## src/core/mla_pkg.sv

```systemverilog
// shared constants, types and address decode for the lock and i/o access block
package mla_pkg;

  // ----------------------------------------------------------------
  // lock key
  // ----------------------------------------------------------------
  localparam logic [31:0] KEY_UNLOCK     = 32'h5CC5C55C;
  localparam logic [31:0] KEY_RESET      = 32'h5CC5C55C;
  localparam logic [15:0] KEY_OFFSET     = 16'h0000;
  localparam logic [7:0]  LOCKING_BYTE   = 8'h00;

  // ----------------------------------------------------------------
  // scratch registers
  // ----------------------------------------------------------------
  localparam logic [7:0]  SCRATCH_RESET  = 8'h00;
  localparam logic [15:0] SCRATCH_OFF_0  = 16'h0000;
  localparam logic [15:0] SCRATCH_OFF_3  = 16'h0003;

  // ----------------------------------------------------------------
  // address map
  // ----------------------------------------------------------------
  localparam logic [15:0] IO_SINGLE_LAST = 16'h003F;
  localparam logic [15:0] IO_BIT_LAST    = 16'h001F;
  localparam logic [15:0] IO_EXT_LAST    = 16'h103F;
  localparam logic [15:0] SCRATCH_BASE   = 16'h001C;
  localparam logic [15:0] WIDE16_BASE    = 16'h0F20;
  localparam logic [15:0] WIDE24_BASE    = 16'h0F24;
  localparam logic [15:0] KEY_BASE       = 16'h1040;
  localparam logic [15:0] KEY_LAST       = 16'h1043;
  localparam logic [15:0] FUSE_BASE      = 16'h1050;
  localparam logic [15:0] FUSE_LAST      = 16'h107F;
  localparam logic [15:0] UROW_BASE      = 16'h1080;
  localparam logic [15:0] UROW_LAST      = 16'h10FF;
  localparam logic [15:0] SIG_BASE       = 16'h1100;
  localparam logic [15:0] SIG_LAST       = 16'h11FF;
  localparam logic [15:0] EE_BASE        = 16'h1400;
  localparam logic [15:0] EE_LAST        = 16'h15FF;
  localparam logic [15:0] SRAM_BASE      = 16'h7000;
  localparam logic [15:0] SRAM_LAST      = 16'h7FFF;
  localparam logic [15:0] FLASH_BASE     = 16'h8000;

  typedef enum logic [3:0] {
    R_NONE    = 4'h0,
    R_IO      = 4'h1,
    R_KEY     = 4'h2,
    R_FUSE    = 4'h3,
    R_UROW    = 4'h4,
    R_SIG     = 4'h5,
    R_EEPROM  = 4'h6,
    R_SRAM    = 4'h7,
    R_FLASH   = 4'h8
  } mla_region_t;

  typedef enum logic [2:0] {
    K_LOAD_STORE        = 3'h0,
    K_IN_OUT            = 3'h1,
    K_SET_IO_BIT        = 3'h2,
    K_CLEAR_IO_BIT      = 3'h3,
    K_SKIP_IF_BIT_SET   = 3'h4,
    K_SKIP_IF_BIT_CLEAR = 3'h5
  } mla_kind_t;

  function automatic mla_region_t mla_region_of(input logic [15:0] a);
    if (a <= IO_EXT_LAST) return R_IO;
    else if (a >= KEY_BASE && a <= KEY_LAST) return R_KEY;
    else if (a >= FUSE_BASE && a <= FUSE_LAST) return R_FUSE;
    else if (a >= UROW_BASE && a <= UROW_LAST) return R_UROW;
    else if (a >= SIG_BASE && a <= SIG_LAST) return R_SIG;
    else if (a >= EE_BASE && a <= EE_LAST) return R_EEPROM;
    else if (a >= SRAM_BASE && a <= SRAM_LAST) return R_SRAM;
    else if (a >= FLASH_BASE) return R_FLASH;
    else return R_NONE;
  endfunction

endpackage

```

## src/core/mla_bus_if.sv

```systemverilog
// interface joining the access-control block and its two bus masters
`timescale 1ns/1ns
interface mla_bus_if (
  input wire logic clk,   // system clock
  input wire logic rstn   // synchronous reset, active low
);
  logic                cpu_req;
  logic                cpu_we;
  mla_pkg::mla_kind_t  cpu_kind;
  logic [15:0]         cpu_addr;
  logic [7:0]          cpu_wdata;
  logic [2:0]          cpu_bit;
  logic                cpu_ack;
  logic [7:0]          cpu_rdata;
  logic                cpu_refused;
  logic                cpu_skip;
  logic                dbg_req;
  logic                dbg_we;
  logic                dbg_fuse_cmd;
  logic                dbg_erase;
  logic [15:0]         dbg_addr;
  logic [7:0]          dbg_wdata;
  logic                dbg_ready;
  logic                dbg_ack;
  logic [7:0]          dbg_rdata;
  logic                dbg_refused;
  logic                dbg_locked;

  modport dev (
    input  clk, rstn, cpu_req, cpu_we, cpu_kind, cpu_addr, cpu_wdata, cpu_bit,
    input  dbg_req, dbg_we, dbg_fuse_cmd, dbg_erase, dbg_addr, dbg_wdata,
    output cpu_ack, cpu_rdata, cpu_refused, cpu_skip,
    output dbg_ready, dbg_ack, dbg_rdata, dbg_refused, dbg_locked
  );

  modport mst (
    input  clk, rstn, cpu_ack, cpu_rdata, cpu_refused, cpu_skip,
    input  dbg_ready, dbg_ack, dbg_rdata, dbg_refused, dbg_locked,
    output cpu_req, cpu_we, cpu_kind, cpu_addr, cpu_wdata, cpu_bit,
    output dbg_req, dbg_we, dbg_fuse_cmd, dbg_erase, dbg_addr, dbg_wdata
  );
endinterface

```

## src/core/mla_device.sv

```systemverilog
// lock key, access gating, i/o decode, wide-register staging and scratch registers
`timescale 1ns/1ns
module mla_device (
  mla_bus_if.dev              bus,                      // both masters
  input  wire logic           preserve_eeprom_on_erase, // keep eeprom on erase, only while unlocked
  input  wire logic [7:0]     mem_rdata,                // memory read data, same cycle
  output logic                mem_req,                  // memory access strobe
  output logic                mem_we,                   // memory write
  output logic [15:0]         mem_addr,                 // memory address
  output logic [7:0]          mem_wdata,                // memory write data
  output logic                mem_from_dbg,             // access issued by debug port
  output logic                locked,                   // device locked
  output logic                full_device_erase,        // erase flash and sram pulse
  output logic                erase_eeprom,             // erase eeprom pulse
  output logic [15:0]         wide16_value,             // 16-bit register contents
  output logic [23:0]         wide24_value              // 24-bit register contents
);

  // ----------------------------------------------------------------
  // state
  // ----------------------------------------------------------------
  typedef struct packed {
    logic [31:0]      key;
    logic [3:0][7:0]  scratch;
    logic [15:0]      wide16;
    logic [23:0]      wide24;
    logic [7:0]       temp0;
    logic [7:0]       temp1;
    logic             cpu_ack;
    logic [7:0]       cpu_rdata;
    logic             cpu_refused;
    logic             cpu_skip;
    logic             dbg_ack;
    logic [7:0]       dbg_rdata;
    logic             dbg_refused;
    logic             erase_all;
    logic             erase_ee;
  } mla_dev_state_t;

  mla_dev_state_t s_reg;
  mla_dev_state_t s_next;

  logic                   is_locked;
  logic                   sel_cpu;
  logic                   sel_dbg;
  logic                   do_erase;
  logic [15:0]            a;
  logic                   we;
  logic [7:0]             wd;
  mla_pkg::mla_kind_t     kind;
  mla_pkg::mla_region_t   reg_n;
  logic                   kind_ok;
  logic                   allowed;
  logic                   ok;
  logic                   hit_scratch;
  logic                   hit_w16;
  logic                   hit_w24;
  logic                   internal;
  logic [1:0]             sidx;
  logic [1:0]             widx;
  logic [7:0]             rd;
  logic [7:0]             bitmask;
  logic                   bit_op;
  logic                   bit_val;
  logic [7:0]             wv;
  logic                   do_write;

  assign is_locked = (s_reg.key != mla_pkg::KEY_UNLOCK);

  // ----------------------------------------------------------------
  // request selection, cpu first
  // ----------------------------------------------------------------
  assign sel_cpu  = bus.cpu_req;
  assign sel_dbg  = !bus.cpu_req && bus.dbg_req;
  assign do_erase = sel_dbg && bus.dbg_erase;
  assign a        = sel_cpu ? bus.cpu_addr : bus.dbg_addr;
  assign we       = sel_cpu ? bus.cpu_we : bus.dbg_we;
  assign wd       = sel_cpu ? bus.cpu_wdata : bus.dbg_wdata;
  assign kind     = sel_cpu ? bus.cpu_kind : mla_pkg::K_LOAD_STORE;
  assign reg_n    = mla_pkg::mla_region_of(a);

  // ----------------------------------------------------------------
  // instruction reach and access matrix
  // ----------------------------------------------------------------
  always_comb
  begin
    case (kind)
      mla_pkg::K_LOAD_STORE: kind_ok = 1'b1;
      mla_pkg::K_IN_OUT:     kind_ok = (a <= mla_pkg::IO_SINGLE_LAST);
      mla_pkg::K_SET_IO_BIT, mla_pkg::K_CLEAR_IO_BIT,
      mla_pkg::K_SKIP_IF_BIT_SET, mla_pkg::K_SKIP_IF_BIT_CLEAR:
                             kind_ok = (a <= mla_pkg::IO_BIT_LAST);
      default:               kind_ok = 1'b0;
    endcase
  end

  always_comb
  begin
    allowed = 1'b0;
    if (reg_n == mla_pkg::R_NONE)
      allowed = 1'b0;
    else if (sel_cpu)
    begin
      // cpu rights do not depend on the lock
      allowed = !we || !(reg_n == mla_pkg::R_SIG || reg_n == mla_pkg::R_FUSE ||
                         reg_n == mla_pkg::R_KEY);
    end
    else if (!is_locked)
      allowed = !(we && reg_n == mla_pkg::R_SIG);
    else
      allowed = we && bus.dbg_fuse_cmd && reg_n == mla_pkg::R_UROW;
  end

  assign ok = (sel_cpu || (sel_dbg && !bus.dbg_erase)) && kind_ok && allowed;

  // ----------------------------------------------------------------
  // internal register decode
  // ----------------------------------------------------------------
  assign hit_scratch = (a >= mla_pkg::SCRATCH_BASE + mla_pkg::SCRATCH_OFF_0) &&
                       (a <= mla_pkg::SCRATCH_BASE + mla_pkg::SCRATCH_OFF_3);
  assign hit_w16     = (a >= mla_pkg::WIDE16_BASE) && (a <= mla_pkg::WIDE16_BASE + 16'h0001);
  assign hit_w24     = (a >= mla_pkg::WIDE24_BASE) && (a <= mla_pkg::WIDE24_BASE + 16'h0002);
  assign internal    = hit_scratch || hit_w16 || hit_w24 || reg_n == mla_pkg::R_KEY;
  assign sidx        = 2'(a - mla_pkg::SCRATCH_BASE);
  assign widx        = hit_w16 ? 2'(a - mla_pkg::WIDE16_BASE) : 2'(a - mla_pkg::WIDE24_BASE);

  always_comb
  begin
    if (hit_scratch)
      rd = s_reg.scratch[sidx];
    else if (hit_w16)
      rd = (widx == 2'h0) ? s_reg.wide16[7:0] : s_reg.temp0;
    else if (hit_w24)
    begin
      case (widx)
        2'h0:    rd = s_reg.wide24[7:0];
        2'h1:    rd = s_reg.temp0;
        default: rd = s_reg.temp1;
      endcase
    end
    else if (reg_n == mla_pkg::R_KEY)
      rd = s_reg.key[8 * 2'(a - mla_pkg::KEY_BASE - mla_pkg::KEY_OFFSET) +: 8];
    else
      rd = mem_rdata;
  end

  // ----------------------------------------------------------------
  // bit operations as read-modify-write
  // ----------------------------------------------------------------
  assign bitmask  = 8'h01 << bus.cpu_bit;
  assign bit_op   = (kind == mla_pkg::K_SET_IO_BIT) || (kind == mla_pkg::K_CLEAR_IO_BIT);
  assign bit_val  = |(rd & bitmask);
  assign wv       = (kind == mla_pkg::K_SET_IO_BIT)   ? (rd | bitmask) :
                    (kind == mla_pkg::K_CLEAR_IO_BIT) ? (rd & ~bitmask) : wd;
  assign do_write = ok && (we || bit_op);

  // memory side sees only requests that passed the gate
  assign mem_req      = ok && !internal;
  assign mem_we       = do_write;
  assign mem_addr     = a;
  assign mem_wdata    = wv;
  assign mem_from_dbg = sel_dbg;

  // ----------------------------------------------------------------
  // next state
  // ----------------------------------------------------------------
  always_comb
  begin
    s_next             = s_reg;
    s_next.cpu_ack     = sel_cpu;
    s_next.dbg_ack     = sel_dbg;
    s_next.cpu_refused = sel_cpu && !ok;
    s_next.dbg_refused = sel_dbg && !ok && !do_erase;
    s_next.cpu_rdata   = (sel_cpu && ok && !we) ? rd : 8'h00;
    s_next.dbg_rdata   = (sel_dbg && ok && !we) ? rd : 8'h00;
    s_next.cpu_skip    = sel_cpu && ok &&
                         ((kind == mla_pkg::K_SKIP_IF_BIT_SET && bit_val) ||
                          (kind == mla_pkg::K_SKIP_IF_BIT_CLEAR && !bit_val));
    s_next.erase_all   = do_erase;
    s_next.erase_ee    = do_erase && (is_locked || !preserve_eeprom_on_erase);
    if (do_erase)
    begin
      // reset and erase are the only ways back to unlocked; eeprom survives an unlocked erase with preserve_eeprom_on_erase set
      s_next.key     = mla_pkg::KEY_UNLOCK;
      s_next.scratch = {4{mla_pkg::SCRATCH_RESET}};
      s_next.wide16  = '0;
      s_next.wide24  = '0;
      s_next.temp0   = '0;
      s_next.temp1   = '0;
    end
    else if (do_write && hit_scratch)
      s_next.scratch[sidx] = wv;
    else if (do_write && reg_n == mla_pkg::R_KEY)
      s_next.key[8 * 2'(a - mla_pkg::KEY_BASE - mla_pkg::KEY_OFFSET) +: 8] = wd;
    else if (ok && hit_w16)
    begin
      if (we && widx == 2'h0)
        s_next.temp0 = wd;
      else if (we)
        s_next.wide16 = {wd, s_reg.temp0};
      else if (widx == 2'h0)
        s_next.temp0 = s_reg.wide16[15:8];
    end
    else if (ok && hit_w24)
    begin
      if (we && widx == 2'h0)
        s_next.temp0 = wd;
      else if (we && widx == 2'h1)
        s_next.temp1 = wd;
      else if (we)
        s_next.wide24 = {wd, s_reg.temp1, s_reg.temp0};
      else if (widx == 2'h0)
      begin
        s_next.temp0 = s_reg.wide24[15:8];
        s_next.temp1 = s_reg.wide24[23:16];
      end
    end
  end

  // ----------------------------------------------------------------
  // registers
  // ----------------------------------------------------------------
  always_ff @(posedge bus.clk)
  begin
    if (!bus.rstn)
    begin
      s_reg         <= '0;
      s_reg.key     <= mla_pkg::KEY_RESET;
      s_reg.scratch <= {4{mla_pkg::SCRATCH_RESET}};
    end
    else
      s_reg <= s_next;
  end

  // ----------------------------------------------------------------
  // outputs
  // ----------------------------------------------------------------
  assign bus.cpu_ack      = s_reg.cpu_ack;
  assign bus.cpu_rdata    = s_reg.cpu_rdata;
  assign bus.cpu_refused  = s_reg.cpu_refused;
  assign bus.cpu_skip     = s_reg.cpu_skip;
  assign bus.dbg_ready    = !bus.cpu_req;
  assign bus.dbg_ack      = s_reg.dbg_ack;
  assign bus.dbg_rdata    = s_reg.dbg_rdata;
  assign bus.dbg_refused  = s_reg.dbg_refused;
  assign bus.dbg_locked   = is_locked;
  assign locked           = is_locked;
  assign full_device_erase = s_reg.erase_all;
  assign erase_eeprom     = s_reg.erase_ee;
  assign wide16_value     = s_reg.wide16;
  assign wide24_value     = s_reg.wide24;

endmodule

```

## src/flat_wrapper.sv

```systemverilog
// flat-port wrapper written by rule: the top's interface ports become plain ports
module mla_device_flat 
  (preserve_eeprom_on_erase, mem_rdata, mem_req, mem_we, mem_addr, mem_wdata, mem_from_dbg, locked, full_device_erase, erase_eeprom, wide16_value, wide24_value, clk, rstn, bus_cpu_req, bus_cpu_we, bus_cpu_kind, bus_cpu_addr, bus_cpu_wdata, bus_cpu_bit, bus_dbg_req, bus_dbg_we, bus_dbg_fuse_cmd, bus_dbg_erase, bus_dbg_addr, bus_dbg_wdata, bus_cpu_ack, bus_cpu_rdata, bus_cpu_refused, bus_cpu_skip, bus_dbg_ready, bus_dbg_ack, bus_dbg_rdata, bus_dbg_refused, bus_dbg_locked);
  mla_bus_if bus_i (.clk(clk), .rstn(rstn));
  input  wire logic preserve_eeprom_on_erase;
  input  wire logic [7:0] mem_rdata;
  output logic mem_req;
  output logic mem_we;
  output logic [15:0] mem_addr;
  output logic [7:0] mem_wdata;
  output logic mem_from_dbg;
  output logic locked;
  output logic full_device_erase;
  output logic erase_eeprom;
  output logic [15:0] wide16_value;
  output logic [23:0] wide24_value;
  input wire logic clk;
  input wire logic rstn;
  input wire logic [$bits(bus_i.cpu_req)-1:0] bus_cpu_req;
  input wire logic [$bits(bus_i.cpu_we)-1:0] bus_cpu_we;
  input wire logic [$bits(bus_i.cpu_kind)-1:0] bus_cpu_kind;
  input wire logic [$bits(bus_i.cpu_addr)-1:0] bus_cpu_addr;
  input wire logic [$bits(bus_i.cpu_wdata)-1:0] bus_cpu_wdata;
  input wire logic [$bits(bus_i.cpu_bit)-1:0] bus_cpu_bit;
  input wire logic [$bits(bus_i.dbg_req)-1:0] bus_dbg_req;
  input wire logic [$bits(bus_i.dbg_we)-1:0] bus_dbg_we;
  input wire logic [$bits(bus_i.dbg_fuse_cmd)-1:0] bus_dbg_fuse_cmd;
  input wire logic [$bits(bus_i.dbg_erase)-1:0] bus_dbg_erase;
  input wire logic [$bits(bus_i.dbg_addr)-1:0] bus_dbg_addr;
  input wire logic [$bits(bus_i.dbg_wdata)-1:0] bus_dbg_wdata;
  output wire logic [$bits(bus_i.cpu_ack)-1:0] bus_cpu_ack;
  output wire logic [$bits(bus_i.cpu_rdata)-1:0] bus_cpu_rdata;
  output wire logic [$bits(bus_i.cpu_refused)-1:0] bus_cpu_refused;
  output wire logic [$bits(bus_i.cpu_skip)-1:0] bus_cpu_skip;
  output wire logic [$bits(bus_i.dbg_ready)-1:0] bus_dbg_ready;
  output wire logic [$bits(bus_i.dbg_ack)-1:0] bus_dbg_ack;
  output wire logic [$bits(bus_i.dbg_rdata)-1:0] bus_dbg_rdata;
  output wire logic [$bits(bus_i.dbg_refused)-1:0] bus_dbg_refused;
  output wire logic [$bits(bus_i.dbg_locked)-1:0] bus_dbg_locked;
  assign bus_i.cpu_req = bus_cpu_req;
  assign bus_i.cpu_we = bus_cpu_we;
  assign bus_i.cpu_kind = bus_cpu_kind;
  assign bus_i.cpu_addr = bus_cpu_addr;
  assign bus_i.cpu_wdata = bus_cpu_wdata;
  assign bus_i.cpu_bit = bus_cpu_bit;
  assign bus_i.dbg_req = bus_dbg_req;
  assign bus_i.dbg_we = bus_dbg_we;
  assign bus_i.dbg_fuse_cmd = bus_dbg_fuse_cmd;
  assign bus_i.dbg_erase = bus_dbg_erase;
  assign bus_i.dbg_addr = bus_dbg_addr;
  assign bus_i.dbg_wdata = bus_dbg_wdata;
  assign bus_cpu_ack = bus_i.cpu_ack;
  assign bus_cpu_rdata = bus_i.cpu_rdata;
  assign bus_cpu_refused = bus_i.cpu_refused;
  assign bus_cpu_skip = bus_i.cpu_skip;
  assign bus_dbg_ready = bus_i.dbg_ready;
  assign bus_dbg_ack = bus_i.dbg_ack;
  assign bus_dbg_rdata = bus_i.dbg_rdata;
  assign bus_dbg_refused = bus_i.dbg_refused;
  assign bus_dbg_locked = bus_i.dbg_locked;
  mla_device u_core (.bus(bus_i), .preserve_eeprom_on_erase(preserve_eeprom_on_erase), .mem_rdata(mem_rdata), .mem_req(mem_req), .mem_we(mem_we), .mem_addr(mem_addr), .mem_wdata(mem_wdata), .mem_from_dbg(mem_from_dbg), .locked(locked), .full_device_erase(full_device_erase), .erase_eeprom(erase_eeprom), .wide16_value(wide16_value), .wide24_value(wide24_value));
endmodule
```

## config.mk

```make
export PLATFORM = sky130hd
export DESIGN_NAME = mla_device_flat
export DESIGN_NICKNAME = d
export VERILOG_FILES = /design/src/core/mla_pkg.sv /design/src/core/mla_bus_if.sv /design/src/core/mla_device.sv /design/src/flat_wrapper.sv
export SDC_FILE = /design/constraint.sdc
export NUM_CORES = 1
export LEC_CHECK = 0
export BUFFER_PORTS_ARGS = -buffer_cell sky130_fd_sc_hd__buf_2
export CORE_UTILIZATION = 45
export CTS_BUF_LIST = sky130_fd_sc_hd__clkbuf_8
export DETAILED_ROUTE_END_ITERATION = 16
export HOLD_SLACK_MARGIN = 0.05
export PLACE_DENSITY = 0.76
export SLEW_MARGIN = 30
export SYNTH_ARGS = -nofsm -noshare
export SYNTH_HDL_FRONTEND = slang
export SYNTH_SLANG_ARGS = --single-unit
```

## constraint.sdc

```tcl
create_clock -name clk -period 4.56 [get_ports clk]
set_input_delay 0.456 -clock clk [delete_from_list [all_inputs] [get_ports clk]]
set_output_delay 0.456 -clock clk [all_outputs]
set_load 0.005 [all_outputs]
```

==> impl_summary.log <==
INFO  metric result_of_the_run = finished clean
INFO  metric largest_register_ff_count = 80
INFO  metric max-cap-violations = 0
INFO  metric stdcell_area = 9360 µm²
INFO  metric wire_per_inst = 19.8 µm
INFO  metric postSynthCellCount = 925
INFO  metric largest_net_degree_at_the_start_of_global_routing = 52
INFO  metric setup.worst_path.start_class = primary input
INFO  metric synth_area_leader_cell = sky130_fd_sc_hd__dfxtp_1
INFO  metric fin_skew = 10.9 ps
INFO  metric numClockSinks = 143
INFO  metric crit_path_end_kind = output port
INFO  metric slowest_delay = 440 ps
INFO  metric grtUsageTotal = 26.9%
INFO  metric setup_slack = 381 ps
INFO  metric async_flop_share = 0%
INFO  metric final_antenna_net_count = 0
INFO  metric cp_max_fo = 19
INFO  metric power = 2.66 mW
INFO  metric drive_gt1_share = 29.8%
INFO  metric critPathSlowestCell = sky130_fd_sc_hd__a2111oi_2
INFO  metric num_antenna_cells = 0
INFO  metric cts.reportedPaths.clkPinSlew = 80 ps
INFO  metric placement_rows = 49
INFO  metric synth_area = 8290 µm²
INFO  metric timing.final.crit_share = 91.7%
INFO  metric remaining_drc_errors = 0
INFO  metric post-place-cells = 1,243
INFO  metric worst_slew_pin_slew = 946 ps
INFO  metric synth_nets = 1,002
INFO  metric worst_ep_arrival_time = 3720 ps
INFO  metric utilization = 52.0%
INFO  metric avgSynthCellArea = 8.96 µm²
INFO  metric route.vias.total = 7,456
INFO  metric synth_seq_cells = 143
INFO  metric post_synth_main_area_contributors = sky130_fd_sc_hd__dfxtp_1, sky130_fd_sc_hd__mux2i_1, sky130_fd_sc_hd__nor2_1
INFO  metric areaGrowthSynthToFinish = 13.0%
INFO  metric clock_buffers_created_by_tritoncts = 17
INFO  metric setup-violations-final = 0
INFO  metric layout.cells.non_filler = 1,274
INFO  metric ys_warn_count = 0
INFO  metric cp_data_required_time = 4100 ps
INFO  metric netlist.area_leader.share = 34.5%
INFO  metric fin_hold_ws = 169 ps
INFO  metric grt_first_pass_wirelength = 38.0 mm
INFO  metric postCtsResizedCells = 0
INFO  metric io_pins = 164
INFO  metric worst_skew_pair.late_latency = 470 ps
INFO  metric grt_overflow_total = 0
INFO  metric synth-main-ff-cell = sky130_fd_sc_hd__dfxtp_1
INFO  metric htree_num_levels = 4
INFO  metric starting_density_of_the_core = 46.0%
INFO  metric detailed_placement_wirelength_estimate = 19.2 mm
INFO  metric holdCritPathClass = in -> reg
INFO  metric yosysSeqAreaShare = 34.5%
INFO  metric finish.net_count = 1,110
INFO  metric gpl_wtd_cong = 1.00
INFO  metric slew_viol_final = 0
INFO  metric grt_antenna_before_repair = 0
INFO  metric die_y = 138 µm
INFO  metric dp_worst_setup_slack = 425 ps
INFO  metric grt_pass1_vias = 6,782
INFO  metric coreArea = 18,000 µm²
INFO  metric port-buffer-count = 163
INFO  metric cts_setup_buffers = 0
INFO  metric timing_hold_violations_final = 0
INFO  metric place_area = 8970 µm²
INFO  metric post_cts_hold_buffer_count = 0
INFO  metric timing.critical_path.cells = buf_2 -> buf_4 -> nor3b_1 -> o22ai_1 -> a2111oi_2 -> buf_4 -> mux2i_1 -> nor2_2 -> nor3_1 -> mux2i_1 -> a21oi_2 -> inv_1 -> buf_2
INFO  metric dr.pass1.iters = 7
INFO  metric setup_total_negative_slack = 0 ps
INFO  metric fp.dieW = 138 µm
INFO  metric drt_first_iter_violations = 590
INFO  metric route.final.wire_length = 25.2 mm
INFO  metric final_period_minus_worst_setup_slack = 4180 ps
INFO  metric synth.lib_cells_used.distinct = 84
INFO  metric max_clock_freq = 0.239 GHz
INFO  metric cts_tree = built
INFO  metric cellLeakagePower = 3.85 nW
INFO  metric maxSlewHeadroom = 36.7%
INFO  metric route.detailed.vias_per_inst = 5.85
INFO  metric fp.dieArea = 19,000 µm²
INFO  metric root_buffer = sky130_fd_sc_hd__clkbuf_8
INFO  metric setup_repair_after_global_routing_missed_its_margin = false
INFO  metric power_per_cell_area = 284 nW/µm²
INFO  metric max-clock-path-buffers = 2
INFO  metric criticalPathCategory = in -> out
INFO  metric synth_edf_count = 0
INFO  metric ir_worst_vdd = 180 µV
[kinds of logic (layout without fill, tap and decap cells)]
| logic type | Yosys count | after routing | share of synthesized area, % |
|---|---|---|---|
| simple gates | 320 | 320 | 19.5 |
| compound gates | 218 | 218 | 19.4 |
| flops | 143 | 143 | 34.5 |
| buf+inv | 132 | 252 | 9.78 |
| mux | 104 | 104 | 15.6 |
| fa+ha+maj | 7 | 7 | 1.03 |
| xor+xnor | 1 | 1 | 0.106 |
[final timing paths]
| path | slack [ps] | start | cells after the start | end |
|---|---|---|---|---|
| worst min register to register | 490 | u_core.s_reg[113] | 2 | u_core.s_reg[113] |
| worst max register to register | 1000 | u_core.s_reg[129] | 10 | u_core.wide24_value[13] |
| worst max-delay path | 380 | bus_cpu_req | 13 | mem_wdata[4] |
| worst min-delay path | 170 | preserve_eeprom_on_erase | 2 | u_core.erase_eeprom |
[critical path, delay by kind of cell]
kind	cells	cell delay [ps]
and+or+nand+nor	3	730
buffers and inverters	5	1100
AOI/OAI and AO/OA	3	940
muxes	2	480
[cells in the final DEF, fill, tap and decap left out, types with 7 or more instances in the layout]
cell type / synthesis / layout
sky130_fd_sc_hd__a211oi_2: 8 / 8
sky130_fd_sc_hd__nor3b_1: 7 / 7
sky130_fd_sc_hd__o21ai_0: 46 / 46
sky130_fd_sc_hd__mux4_2: 17 / 17
sky130_fd_sc_hd__nor3_1: 16 / 16
sky130_fd_sc_hd__nand2_1: 51 / 50
sky130_fd_sc_hd__mux2i_1: 64 / 64
sky130_fd_sc_hd__buf_4: 63 / 35
sky130_fd_sc_hd__nand4_1: 8 / 8
sky130_fd_sc_hd__buf_2: 9 / 163
sky130_fd_sc_hd__a31oi_1: 17 / 17
sky130_fd_sc_hd__mux2_2: 21 / 21
sky130_fd_sc_hd__clkbuf_8: 0 / 18
sky130_fd_sc_hd__nand3_1: 10 / 10
sky130_fd_sc_hd__inv_1: 21 / 22
sky130_fd_sc_hd__and2_1: 10 / 9
sky130_fd_sc_hd__dfxtp_1: 143 / 143
sky130_fd_sc_hd__o221ai_1: 7 / 7
sky130_fd_sc_hd__a21oi_1: 28 / 28
sky130_fd_sc_hd__a211oi_1: 44 / 44
sky130_fd_sc_hd__o211a_1: 10 / 10
sky130_fd_sc_hd__nor2_1: 159 / 159
sky130_fd_sc_hd__nor2b_1: 7 / 7
[synth_stat cells, types with 10 or more instances]
cell type / count
sky130_fd_sc_hd__clkbuf_1: 27
sky130_fd_sc_hd__a21oi_1: 28
sky130_fd_sc_hd__o211a_1: 10
sky130_fd_sc_hd__inv_1: 21
sky130_fd_sc_hd__nor2_1: 159
sky130_fd_sc_hd__o21ai_0: 46
sky130_fd_sc_hd__nand3_1: 10
sky130_fd_sc_hd__a211oi_1: 44
sky130_fd_sc_hd__dfxtp_1: 143
sky130_fd_sc_hd__mux2_2: 21
sky130_fd_sc_hd__mux2i_1: 64
sky130_fd_sc_hd__buf_4: 63
sky130_fd_sc_hd__nor3_1: 16
sky130_fd_sc_hd__mux4_2: 17
sky130_fd_sc_hd__nand2_1: 51
sky130_fd_sc_hd__a31oi_1: 17
sky130_fd_sc_hd__and2_1: 10
[power by group]
| group | switching [mW] | leakage [nW] | internal (mW) |
|---|---|---|---|
| sequential | 0.000970 | 1.15 | 1.25 |
| combinational | 0.249 | 2.50 | 0.146 |
| clock | 0.510 | 0.197 | 0.499 |
| total | 0.760 | 3.85 | 1.90 |
[routing by layer]
layer | GRT usage (%) | up-vias | routed length, µm
li1 | - | 3542 | -
met1 | 35.8 | 3496 | 11000
met2 | 41.7 | 369 | 11500
met3 | 6.14 | 49 | 2010
met4 | 10.9 | 0 | 745
met5 | 0 | - | 0
[layout make-up]
| type | count | area, µm² |
|---|---|---|
| clock buffers | 18 | 248 |
| clock inverters | 13 | 141 |
| fillers | 1712 | 8660 |
| inverters | 21 | 78.8 |
| multi-input cells | 650 | 4630 |
| flip-flops and latches | 143 | 2860 |
| well taps | 229 | 287 |
| repair buffers | 200 | 1120 |
No activity file was read; power rests on OpenSTA's default activity.
